### src/rtl/mst_pkg.sv
package mst_pkg;

	// ==========================================================
	// Clock and timing
	localparam int CLK_KHZ            = 10000;
	localparam int T_INIT_MS          = 2000;
	localparam int T_RESET_MIN_US     = 2;
	localparam int T_PDOWN_OFF_MS     = 300;
	localparam int T_PDOWN_ON_MS      = 100;
	localparam int T_LOW_POWER_SELECT_ON_US     = 100;
	localparam int T_INT_ON_MS        = 200;
	localparam int T_INT_OFF_US       = 500;
	localparam int T_MODSEL_US        = 100;
	localparam int INIT_CYC_DFLT      = T_INIT_MS * CLK_KHZ;
	localparam int PDOWN_OFF_CYC_DFLT = T_PDOWN_OFF_MS * CLK_KHZ;
	localparam int RESET_MIN_CYC      = (T_RESET_MIN_US * CLK_KHZ + 999) / 1000;
	localparam int CNT_W              = 25;
	localparam int RST_CNT_W          = 6;
	localparam logic [RST_CNT_W-1:0] RESET_MIN_VAL = RST_CNT_W'(RESET_MIN_CYC);

	// ==========================================================
	// Register map
	localparam int ADDR_W = 8;
	localparam int DATA_W = 32;
	localparam logic [ADDR_W-1:0] REG_STATUS  = 8'h00;
	localparam logic [ADDR_W-1:0] REG_FLAGS   = 8'h04;
	localparam logic [ADDR_W-1:0] REG_MASK    = 8'h08;
	localparam logic [ADDR_W-1:0] REG_CONTROL = 8'h0c;
	localparam logic [ADDR_W-1:0] REG_STOPS   = 8'h10;
	localparam logic [ADDR_W-1:0] REG_COND    = 8'h14;

	// ==========================================================
	// Field positions and reset values
	localparam int STS_NOT_READY = 0;
	localparam int STS_LOW_POWER = 1;
	localparam int STS_BUS_RESP  = 2;
	localparam int STS_INT       = 3;
	localparam int STS_STATE_LSB = 4;
	localparam int CTL_PDOWN     = 0;
	localparam int NCH           = 4;
	localparam int FLAG_W        = 3 * NCH + 1;
	localparam int STOP_W        = 16;
	localparam logic [FLAG_W-1:0] MASK_RST  = 13'h0000;
	localparam logic [4:0]        PIN_RSTV  = 5'h17;
	localparam logic              PDOWN_RST = 1'b0;

	// ==========================================================
	// Types
	typedef enum logic [1:0] {
		ST_INIT  = 2'b00,
		ST_READY = 2'b01,
		ST_PDOWN = 2'b11,
		ST_HELD  = 2'b10
	} mst_state_t;

	typedef struct packed {
		logic            initDone;
		logic [NCH-1:0]  other;
		logic [NCH-1:0]  txFault;
		logic [NCH-1:0]  los;
	} mst_flags_t;

	typedef struct packed {
		logic [ADDR_W-1:0] addr;
		logic              write;
		logic [DATA_W-1:0] wdata;
	} mst_apb_req_t;

endpackage

### src/rtl/mst_mgmt_top.sv
// The APB interface to the registers and the register addresses were decided locally.
`timescale 1ns/10ps
// What this block does
// [RL1] After power-on, hot plug or reset release, reach fully functional within 2000 ms.
// [RL2] Reset is recognised only if reset pin stays low over 2 us.
// [RL3] Serial bus responding starts no later than 2000 ms after power-on.
// [RL4] Within 2000 ms of power-on clear data-not-ready and assert interrupt.
// [RL5] After reset pin rises, be fully functional again within 2000 ms.
// [RL6] Low-power select high drops to lower power within 100 us.
// [RL7] An interrupt condition drives interrupt output low within 200 ms.
// [RL8] Reading a flag clears it; interrupt releases within 500 us.
// [RL9] Loss-of-signal sets its flag and asserts interrupt within 100 ms.
// [RL10] Transmit fault sets its flag and asserts interrupt within 200 ms.
// [RL11] Any other condition sets its flag and asserts interrupt within 200 ms.
// [RL12] Setting a mask bit inhibits that flag's interrupt within 100 ms.
// [RL13] Clearing a mask bit restores that flag's interrupt within 100 ms.
// [RL14] Serial bus responds within 100 us after module select goes low.
// [RL15] Serial bus stops responding within 100 us after module select goes high.
// [RL16] Power-down bit written one enters lower power within 100 ms.
// [RL17] Power-down bit written zero returns fully functional within 300 ms.
// [RL18] Fully functional means interrupt asserted due to data-not-ready cleared.
// [RL19] Write-caused latencies count from the end of the write transfer.
// [RL20] Host reads the flag field after interrupt to find channel and kind.
// [RL21] Init, power-down exit and reset-pulse timings come from counters on the free-running core clock.

// ==========================================================
// Two-stage synchroniser
module mst_sync2 #(
	parameter int             W    = 1,
	parameter logic [W-1:0]   RSTV = '0
) (
	// Clock and reset
	input  wire logic         clk,
	input  wire logic         rstB,
	// Data
	input  wire logic [W-1:0] asyncIn,
	output logic      [W-1:0] syncOut
);

	logic [W-1:0] meta_q;

	always_ff @(posedge clk) begin
		if (!rstB) begin
			meta_q  <= RSTV;
			syncOut <= RSTV;
		end else begin
			meta_q  <= asyncIn;
			syncOut <= meta_q;
		end
	end

endmodule

// ==========================================================
// Management, status and timing top
module mst_mgmt_top
	import mst_pkg::*;
#(
	parameter int INIT_CYC      = INIT_CYC_DFLT,
	parameter int PDOWN_OFF_CYC = PDOWN_OFF_CYC_DFLT
) (
	// Clock and reset
	input  wire logic              core_clk,
	input  wire logic              rst_b,
	// APB slave
	input  wire logic              psel,
	input  wire logic              penable,
	input  wire logic              pwrite,
	input  wire logic [ADDR_W-1:0] paddr,
	input  wire logic [DATA_W-1:0] pwdata,
	output logic      [DATA_W-1:0] prdata,
	output logic                   pready,
	output logic                   pslverr,
	// Module pins
	input  wire logic              module_reset_low,
	input  wire logic              low_power_select,
	input  wire logic              module_select_low,
	input  wire logic              serialClk,
	input  wire logic              serialData,
	output logic                   interrupt_out_low,
	output logic                   serialRespondEn,
	output logic                   lowPowerActive,
	// Channel conditions
	input  wire logic [NCH-1:0]    losCond,
	input  wire logic [NCH-1:0]    txFaultCond,
	input  wire logic [NCH-1:0]    otherCond
);

	localparam logic [CNT_W-1:0] INIT_LAST  = CNT_W'(INIT_CYC - 1);
	localparam logic [CNT_W-1:0] PDOWN_SKIP = CNT_W'(INIT_CYC - PDOWN_OFF_CYC);

	// ==========================================================
	// Input synchronisation
	logic [4:0]         pinSync;
	logic [3*NCH-1:0]   condSync;
	logic               resetPin;
	logic               lpSel;
	logic               selLow;
	logic               sclNow;
	logic               sdaNow;

	mst_sync2 #(
		.W    (5),
		.RSTV (PIN_RSTV)
	) u_pinSync (
		.clk     (core_clk),
		.rstB    (rst_b),
		.asyncIn ({module_reset_low, low_power_select, module_select_low, serialClk, serialData}),
		.syncOut (pinSync)
	);

	mst_sync2 #(
		.W    (3 * NCH),
		.RSTV ('0)
	) u_condSync (
		.clk     (core_clk),
		.rstB    (rst_b),
		.asyncIn ({otherCond, txFaultCond, losCond}),
		.syncOut (condSync)
	);

	assign resetPin = pinSync[4];
	assign lpSel    = pinSync[3];
	assign selLow   = pinSync[2];
	assign sclNow   = pinSync[1];
	assign sdaNow   = pinSync[0];

	// ==========================================================
	// Reset pulse qualification
	logic [RST_CNT_W-1:0] rstLowCnt_q;
	logic                 resetHold;

	always_ff @(posedge core_clk) begin
		if (!rst_b) begin
			rstLowCnt_q <= '0;
		end else if (resetPin) begin
			rstLowCnt_q <= '0;
		end else if (rstLowCnt_q != RESET_MIN_VAL) begin
			rstLowCnt_q <= rstLowCnt_q + 1'b1; // [RL2]
		end
	end

	assign resetHold = (rstLowCnt_q == RESET_MIN_VAL); // [RL2]

	// ==========================================================
	// Control registers and APB decode
	mst_apb_req_t      req;
	logic              setup;
	logic              access;
	logic              wrAccess;
	logic              flagsRead;
	logic              addrHit;
	logic [FLAG_W-1:0] mask_q;
	logic              pdownCtl_q;

	assign req       = '{addr: paddr, write: pwrite, wdata: pwdata};
	assign setup     = psel & ~penable;
	assign access    = psel & penable & pready;
	assign wrAccess  = access & req.write;
	assign flagsRead = access & ~req.write & (req.addr == REG_FLAGS);

	always_comb begin
		case (req.addr)
			REG_STATUS,
			REG_FLAGS,
			REG_MASK,
			REG_CONTROL,
			REG_STOPS,
			REG_COND: addrHit = 1'b1;
			default:  addrHit = 1'b0;
		endcase
	end

	always_ff @(posedge core_clk) begin
		if (!rst_b) begin
			mask_q <= MASK_RST;
		end else if (wrAccess && (req.addr == REG_MASK)) begin
			mask_q <= req.wdata[FLAG_W-1:0]; // [RL12] [RL13] [RL19]
		end
	end

	always_ff @(posedge core_clk) begin
		if (!rst_b) begin
			pdownCtl_q <= PDOWN_RST;
		end else if (wrAccess && (req.addr == REG_CONTROL)) begin
			pdownCtl_q <= req.wdata[CTL_PDOWN]; // [RL19]
		end
	end

	// ==========================================================
	// Power and initialisation state machine
	mst_state_t        state_q;
	logic [CNT_W-1:0]  initCnt_q;
	logic              initDonePulse;
	logic              operational;

	assign initDonePulse = (state_q == ST_INIT) && (initCnt_q == INIT_LAST) && !resetHold;
	assign operational   = (state_q == ST_READY) || (state_q == ST_PDOWN);

	always_ff @(posedge core_clk) begin
		if (!rst_b) begin
			state_q   <= ST_INIT;
			initCnt_q <= '0;
		end else if (resetHold) begin
			state_q   <= ST_HELD; // [RL2]
			initCnt_q <= '0;
		end else begin
			case (state_q)
				ST_INIT: begin
					if (initCnt_q == INIT_LAST) begin
						state_q   <= ST_READY; // [RL1] [RL3] [RL21]
						initCnt_q <= '0;
					end else begin
						initCnt_q <= initCnt_q + 1'b1; // [RL21]
					end
				end
				ST_READY: begin
					if (pdownCtl_q) begin
						state_q <= ST_PDOWN; // [RL16]
					end
				end
				ST_PDOWN: begin
					if (!pdownCtl_q) begin
						state_q   <= ST_INIT; // [RL17]
						initCnt_q <= PDOWN_SKIP; // [RL17]
					end
				end
				ST_HELD: begin
					if (resetPin) begin
						state_q   <= ST_INIT; // [RL5]
						initCnt_q <= '0;
					end
				end
				default: begin
					state_q   <= ST_INIT;
					initCnt_q <= '0;
				end
			endcase
		end
	end

	// ==========================================================
	// Power level and serial bus response
	always_ff @(posedge core_clk) begin
		if (!rst_b) begin
			lowPowerActive <= 1'b0;
		end else begin
			lowPowerActive <= lpSel || (state_q == ST_PDOWN); // [RL6] [RL16]
		end
	end

	always_ff @(posedge core_clk) begin
		if (!rst_b) begin
			serialRespondEn <= 1'b0;
		end else begin
			serialRespondEn <= operational && !selLow; // [RL3] [RL14] [RL15]
		end
	end

	// ==========================================================
	// Serial bus stop detection
	logic              sdaPrev_q;
	logic              sclPrev_q;
	logic [STOP_W-1:0] stopCnt_q;
	logic              stopSeen;

	assign stopSeen = sclNow && sclPrev_q && sdaNow && !sdaPrev_q;

	always_ff @(posedge core_clk) begin
		if (!rst_b) begin
			sdaPrev_q <= 1'b1;
			sclPrev_q <= 1'b1;
		end else begin
			sdaPrev_q <= sdaNow;
			sclPrev_q <= sclNow;
		end
	end

	always_ff @(posedge core_clk) begin
		if (!rst_b) begin
			stopCnt_q <= '0;
		end else if (stopSeen && serialRespondEn) begin
			stopCnt_q <= stopCnt_q + 1'b1;
		end
	end

	// ==========================================================
	// Latched flags
	logic [3*NCH-1:0] condPrev_q;
	logic [3*NCH-1:0] condRise;
	mst_flags_t       flagSet;
	mst_flags_t       flags_q;
	logic             intPending;

	assign condRise = condSync & ~condPrev_q;

	always_ff @(posedge core_clk) begin
		if (!rst_b) begin
			condPrev_q <= '0;
		end else begin
			condPrev_q <= condSync;
		end
	end

	always_comb begin
		flagSet          = '0;
		flagSet.initDone = initDonePulse; // [RL4] [RL18]
		if (operational) begin
			flagSet.los     = condRise[NCH-1:0]; // [RL9]
			flagSet.txFault = condRise[2*NCH-1:NCH]; // [RL10]
			flagSet.other   = condRise[3*NCH-1:2*NCH]; // [RL11]
		end
	end

	always_ff @(posedge core_clk) begin
		if (!rst_b) begin
			flags_q <= '0;
		end else if (state_q == ST_HELD) begin
			flags_q <= '0;
		end else if (flagsRead) begin
			flags_q <= (flags_q & ~prdata[FLAG_W-1:0]) | flagSet; // [RL8]
		end else begin
			flags_q <= flags_q | flagSet; // [RL7]
		end
	end

	assign intPending = |(flags_q & ~mask_q); // [RL12] [RL13]

	always_ff @(posedge core_clk) begin
		if (!rst_b) begin
			interrupt_out_low <= 1'b1;
		end else begin
			interrupt_out_low <= !intPending; // [RL7] [RL8] [RL18]
		end
	end

	// ==========================================================
	// APB answer
	logic [DATA_W-1:0] rdMux;

	always_comb begin
		rdMux = '0;
		case (req.addr)
			REG_STATUS: begin
				rdMux[STS_NOT_READY]                 = !operational; // [RL4]
				rdMux[STS_LOW_POWER]                 = lowPowerActive;
				rdMux[STS_BUS_RESP]                  = serialRespondEn;
				rdMux[STS_INT]                       = !interrupt_out_low;
				rdMux[STS_STATE_LSB+1:STS_STATE_LSB] = state_q;
			end
			REG_FLAGS:   rdMux[FLAG_W-1:0] = flags_q; // [RL20]
			REG_MASK:    rdMux[FLAG_W-1:0] = mask_q;
			REG_CONTROL: rdMux[CTL_PDOWN]  = pdownCtl_q;
			REG_STOPS:   rdMux[STOP_W-1:0] = stopCnt_q;
			REG_COND:    rdMux[3*NCH-1:0]  = condSync;
			default:     rdMux = '0;
		endcase
	end

	always_ff @(posedge core_clk) begin
		if (!rst_b) begin
			pready  <= 1'b0;
			pslverr <= 1'b0;
			prdata  <= '0;
		end else begin
			pready  <= setup;
			pslverr <= setup && !addrHit;
			prdata  <= (setup && !req.write) ? rdMux : '0;
		end
	end

endmodule

### config.mk
export PLATFORM = sky130hd
export DESIGN_NAME = mst_mgmt_top
export DESIGN_NICKNAME = d
export VERILOG_FILES = /design/src/rtl/mst_pkg.sv /design/src/rtl/mst_mgmt_top.sv
export SDC_FILE = /design/constraint.sdc
export NUM_CORES = 1
export LEC_CHECK = 0
export ABC_AREA = 1
export ABC_CLOCK_PERIOD_IN_PS = 1700
export BUFFER_PORTS_ARGS = -buffer_cell sky130_fd_sc_hd__clkbuf_2
export CAP_MARGIN = 5
export CORE_MARGIN = 8
export CORE_UTILIZATION = 57
export CTS_CLUSTER_DIAMETER = 80
export DETAILED_ROUTE_END_ITERATION = 16
export PLACE_DENSITY = 0.79
export SKIP_CTS_REPAIR_TIMING = 1
export SYNTH_ARGS = -nofsm -noshare
export SYNTH_HDL_FRONTEND = slang
export SYNTH_SLANG_ARGS = --single-unit
### constraint.sdc
create_clock -name core_clk -period 1.7 [get_ports core_clk]
set_input_delay 0.255 -clock core_clk [delete_from_list [all_inputs] [get_ports core_clk]]
set_output_delay 0.255 -clock core_clk [all_outputs]
set_load 0.02 [all_outputs]
==> results.md <==
Pwr:
- The power density over the cells is 992 mW/mm^2.
- The share of total power dissipated in the clock network is 46.7%.
- The switching power is 1.76 mW.
- Summing internal, switching and leakage power gives 7.51 mW.
- The part of the total power dissipated in combinational logic is 5.9%.
- The internal power is 5.74 mW.
- The fraction of power spent switching nets is 23.5%.
- Summed over all cells, the static leakage comes to 3.33 nW.
- The maximum resistive drop on vdd is 0.776 mV.
- The share of total power dissipated in sequential elements is 47.4%.

Place:
- The detailed placer's ending HPWL is 11.1 mm.
- Routability-driven placement finished with a final weighted congestion of 0.931.
- The number of input and output port buffers inserted is 63.
- Timing analysis after detailed placement gives a worst setup slack of 0.0833 ns.
- The instance area at placement is 0.00697 mm^2.

Drt:
- In this run the remaining antenna-violating nets after routing total 0.
- In the routed layout, each cell is associated on average with a via count of 5.04.
- The total number of vias is 5743.
- The wire length per cell after detailed routing is 13.0 um.
- In the routed design, unresolved DRC markers number 0.
- The first TritonRoute pass finished after 5 iterations.
- The number of design-rule violations left by the first detailed-router iteration is 534.
- For this block, the routed nets add up to 14.8 mm of wire.

Critical path:
- Measured in cells, the most critical reg-to-reg path has a length of 7.
- In this run the critical register-to-register path is captured at initCnt_q[15].
- For the worst setup path, the data arrival time is 1.94 ns.
- The register-to-register path setup slack is 0.07 ns.
- The startpoint of the lowest-slack register-to-register path is initCnt_q[10].
- STA classifies the critical path startpoint as a flop.
- The critical-path maximum fanout is 7.
- The worst setup path startpoint is initCnt_q[10].
- The endpoint kind of the worst setup timing path is a flop.
- The required time at the endpoint of the critical path is 2.01 ns.
- The type of the worst setup path is reg2reg.

Yosys:
- The dominant cell type by area after synthesis is sky130_fd_sc_hd__dfxtp_1.
- The fraction of post-synthesis cell area in the top cell type by area is 44.9%.
- The sequential fraction of the synthesis area is 44.9%.
- The average cell area after synthesis is 7.22 um^2.
- The async set-or-reset flop fraction in the synthesized netlist is 0%.
- The most used flip-flop cell after synthesis is sky130_fd_sc_hd__dfxtp_1.
- The number of instances in the synthesized netlist is 896.
- Counting flops and latches in the post-synthesis netlist gives 145.
- The mapped netlist covers 0.00647 mm^2.
- In this run, synthesis inferred 0 flip-flops with an integrated enable.
- Yosys printed 0 warnings.
- Yosys mapped the design onto 41 distinct sky130hd cell types.
- In the post-synthesis netlist, the biggest area contributors are sky130_fd_sc_hd__dfxtp_1 45%, sky130_fd_sc_hd__nand2_1 11%, sky130_fd_sc_hd__inv_1 7.7%, sky130_fd_sc_hd__nor2_1 5.9%, sky130_fd_sc_hd__a21oi_1 4.8%.

GRT:
- The wire length of the first global-routing pass is 24.5 mm.
- The number of antenna violations at the first check in global routing is 0.
- The total global-route track usage is 20.5%.
- The number of global-route vias before repair is 5216.
- The pin count of the biggest net entering global routing is 41.
- After global routing the overflow that remains totals 0.

Timing:
- The number of pins exceeding their max-slew limit in the final report is 0.
- Setup violations remaining at the end of the flow were counted as 0.
- Static timing analysis puts the maximum clock frequency at 613 MHz.
- Setup repair after global routing could not meet its margin everywhere.
- Once routing completed, OpenROAD measured the worst setup slack at 0.0676 ns.
- The post-route clock skew is 0.0106 ns.
- The number of hold-slack violations in the final timing report came to 0.
- The final cycle utilization of the critical path is 96.0%.
- The routed design could run at a clock period as short as 1.63 ns.
- Final hold analysis gives a worst-case slack of 0.0105 ns.

Floorplanning:
- The die is 123 um tall.
- The area of the die is 0.0150 mm^2.
- In this run the core area contains 39 standard-cell rows.
- The width of the chip is 123 um.
- For this design the top-level I/O count stands at 99.
- The floorplan core area is 0.0112 mm^2.
- Once the floorplan was initialized, standard cells occupied 57.6% of the core.

Cells and area:
- The post-synthesis to final-layout area growth is 17.0%.
- The post-layout utilization of the core is 67.4%.
- The count of nets after finishing is 1049.
- Counting the fill cells in the layout gives 953.
- After routing the design area is 0.00756 mm^2.
- The antenna cell count is 0.
- In the final layout, the share of cells above drive strength 1 is 17.5%.

CTS:
- The maximum clock path buffer count is 2.
- The root buffer cell chosen for the clock tree is sky130_fd_sc_hd__clkbuf_16.
- The total number of clock tree sinks is 145.
- The number of clock buffers added by TritonCTS is 17.
- The insertion delay of the later-clocked pin in the worst-skew pair is 0.42 ns.
- The clock transition at the registers of the reported paths is 0.06 ns.
- In this run the number of H-tree levels came out at 4.
- TritonCTS built the clock tree.

Min path:
- For hold timing, the worst endpoint is u_condSync.meta_q[11].
- The worst hold path belongs to the class in2reg.
- The startpoint identified for the worst hold timing path is otherCond[3].
- The number of stages on the worst hold path is 3.

Status:
- The run finished with clean final reports.

Run:
- Max-cap violations in this run came to 0.
## cell usage in the layout (no fill, tap or decap), types with 3 or more instances in the layout
| cell | synthesis | layout |
|---|---|---|
| sky130_fd_sc_hd__a21oi_2 | 9 | 10 |
| sky130_fd_sc_hd__a21oi_1 | 62 | 61 |
| sky130_fd_sc_hd__xor2_1 | 11 | 11 |
| sky130_fd_sc_hd__nand2_1 | 194 | 192 |
| sky130_fd_sc_hd__o21ai_1 | 7 | 8 |
| sky130_fd_sc_hd__nand3b_1 | 8 | 8 |
| sky130_fd_sc_hd__clkbuf_2 | 1 | 63 |
| sky130_fd_sc_hd__inv_2 | 3 | 4 |
| sky130_fd_sc_hd__o22ai_1 | 9 | 9 |
| sky130_fd_sc_hd__nor2_2 | 4 | 4 |
| sky130_fd_sc_hd__conb_1 | 1 | 16 |
| sky130_fd_sc_hd__xnor2_1 | 3 | 3 |
| sky130_fd_sc_hd__inv_1 | 133 | 132 |
| sky130_fd_sc_hd__or2_2 | 11 | 11 |
| sky130_fd_sc_hd__dfxtp_1 | 145 | 144 |
| sky130_fd_sc_hd__nor2_4 | 4 | 6 |
| sky130_fd_sc_hd__clkinvlp_4 | 0 | 3 |
| sky130_fd_sc_hd__nor3_1 | 24 | 24 |
| sky130_fd_sc_hd__ha_1 | 4 | 4 |
| sky130_fd_sc_hd__clkinv_2 | 0 | 4 |
| sky130_fd_sc_hd__nand3_1 | 54 | 54 |
| sky130_fd_sc_hd__clkbuf_16 | 0 | 17 |
| sky130_fd_sc_hd__o21ai_0 | 46 | 45 |
| sky130_fd_sc_hd__nand2_2 | 6 | 8 |
| sky130_fd_sc_hd__a31oi_1 | 3 | 3 |
| sky130_fd_sc_hd__nor2_1 | 101 | 99 |
| sky130_fd_sc_hd__buf_4 | 19 | 25 |
## metrics by stage
stage          instances  TNS, ns
2_1_floorplan        911        0
3_3_place_gp        1107        0
3_5_place_dp        1107        0
4_1_cts             1139        0
5_1_grt             1139  -0.0742
6_report            1139        0
## sequential cells by signal, summed over array words and instances, names as in the netlist, 2 cells and up
signal,cells
mask_q,13
u_pinSync.syncOut,5
stopCnt_q,16
initCnt_q,25
condPrev_q,12
rstLowCnt_q,6
prdata,16
u_pinSync.meta_q,5
u_condSync.syncOut,12
state_q,2
flags_q,13
u_condSync.meta_q,12
## worst max path at each step
stage	depth (start not counted)	endpoint	slack [ns]
CTS	10	initCnt_q[12]	0.07
global route	7	initCnt_q[15]	-0.03
finish	7	initCnt_q[15]	0.07
floorplan	7	stopCnt_q[9]	0.21
detailed placement	10	initCnt_q[12]	0.08
global placement	10	initCnt_q[7]	0.11
## cell families (layout without fill, tap and decap cells)
family	Yosys count	after routing	synth area share (%)
xor gates and xnor gates	14	14	1.90
buffers and inverters	172	257	11.7
other	1	16	0.0580
AOI/OAI and AO/OA	142	142	12.0
adders and majority gates	4	4	0.774
and+or+nand+nor	418	418	28.7
DFF	145	145	44.9
## power by group through the flow
stage	Sequential (mW)	Clock [mW]	Combinational, mW
2_1_floorplan	3.61	0	0.326
3_3_place_gp	3.63	0	0.426
3_5_place_dp	3.63	0	0.437
4_1_cts	3.55	3.54	0.440
5_1_grt	3.56	3.72	0.500
6_report	3.56	3.50	0.446
## routing by layer
metal	track usage, %	share of wire, %	vias to the layer above
li1	-	-	2981
met1	28.4	49	2535
met2	29.8	42	199
met3	5.29	7.5	28
met4	8.00	2.0	0
met5	0	0	-
## Yosys cell counts, types with 3 or more instances
library cell	number
sky130_fd_sc_hd__o21ai_0	46
sky130_fd_sc_hd__nor2_2	4
sky130_fd_sc_hd__nand2_2	6
sky130_fd_sc_hd__clkbuf_1	10
sky130_fd_sc_hd__ha_1	4
sky130_fd_sc_hd__xor2_1	11
sky130_fd_sc_hd__inv_1	133
sky130_fd_sc_hd__nand2_1	194
sky130_fd_sc_hd__buf_6	3
sky130_fd_sc_hd__buf_4	19
sky130_fd_sc_hd__nor2_4	4
sky130_fd_sc_hd__or2_2	11
sky130_fd_sc_hd__nand3_1	54
sky130_fd_sc_hd__a31oi_1	3
sky130_fd_sc_hd__o22ai_1	9
sky130_fd_sc_hd__nand3_2	3
sky130_fd_sc_hd__a21oi_2	9
sky130_fd_sc_hd__a21oi_1	62
sky130_fd_sc_hd__o21ai_1	7
sky130_fd_sc_hd__xnor2_1	3
sky130_fd_sc_hd__inv_2	3
sky130_fd_sc_hd__nor2_1	101
sky130_fd_sc_hd__dfxtp_1	145
sky130_fd_sc_hd__nor3_1	24
sky130_fd_sc_hd__nand3b_1	8
## critical path, stage by stage (launching register included)
cell	delay, ns
sky130_fd_sc_hd__dfxtp_1	0.39
sky130_fd_sc_hd__nand2_1	0.17
sky130_fd_sc_hd__nor2_1	0.23
sky130_fd_sc_hd__nand3_1	0.30
sky130_fd_sc_hd__nor2_1	0.23
sky130_fd_sc_hd__nand2_1	0.07
sky130_fd_sc_hd__nor2_1	0.08
sky130_fd_sc_hd__nor3_1	0.06
## layout make-up
| type | count | area, um^2 | area share, % |
|---|---|---|---|
| tap | 143 | 179 | 2.37 |
| inverter | 137 | 517 | 6.83 |
| clock buffer | 20 | 457 | 6.04 |
| multi-input combinational | 594 | 2900 | 38.3 |
| clock inverter | 12 | 108 | 1.42 |
| timing repair buffer | 88 | 503 | 6.65 |
| sequential | 145 | 2900 | 38.4 |
(Power assumes the default switching activity.)
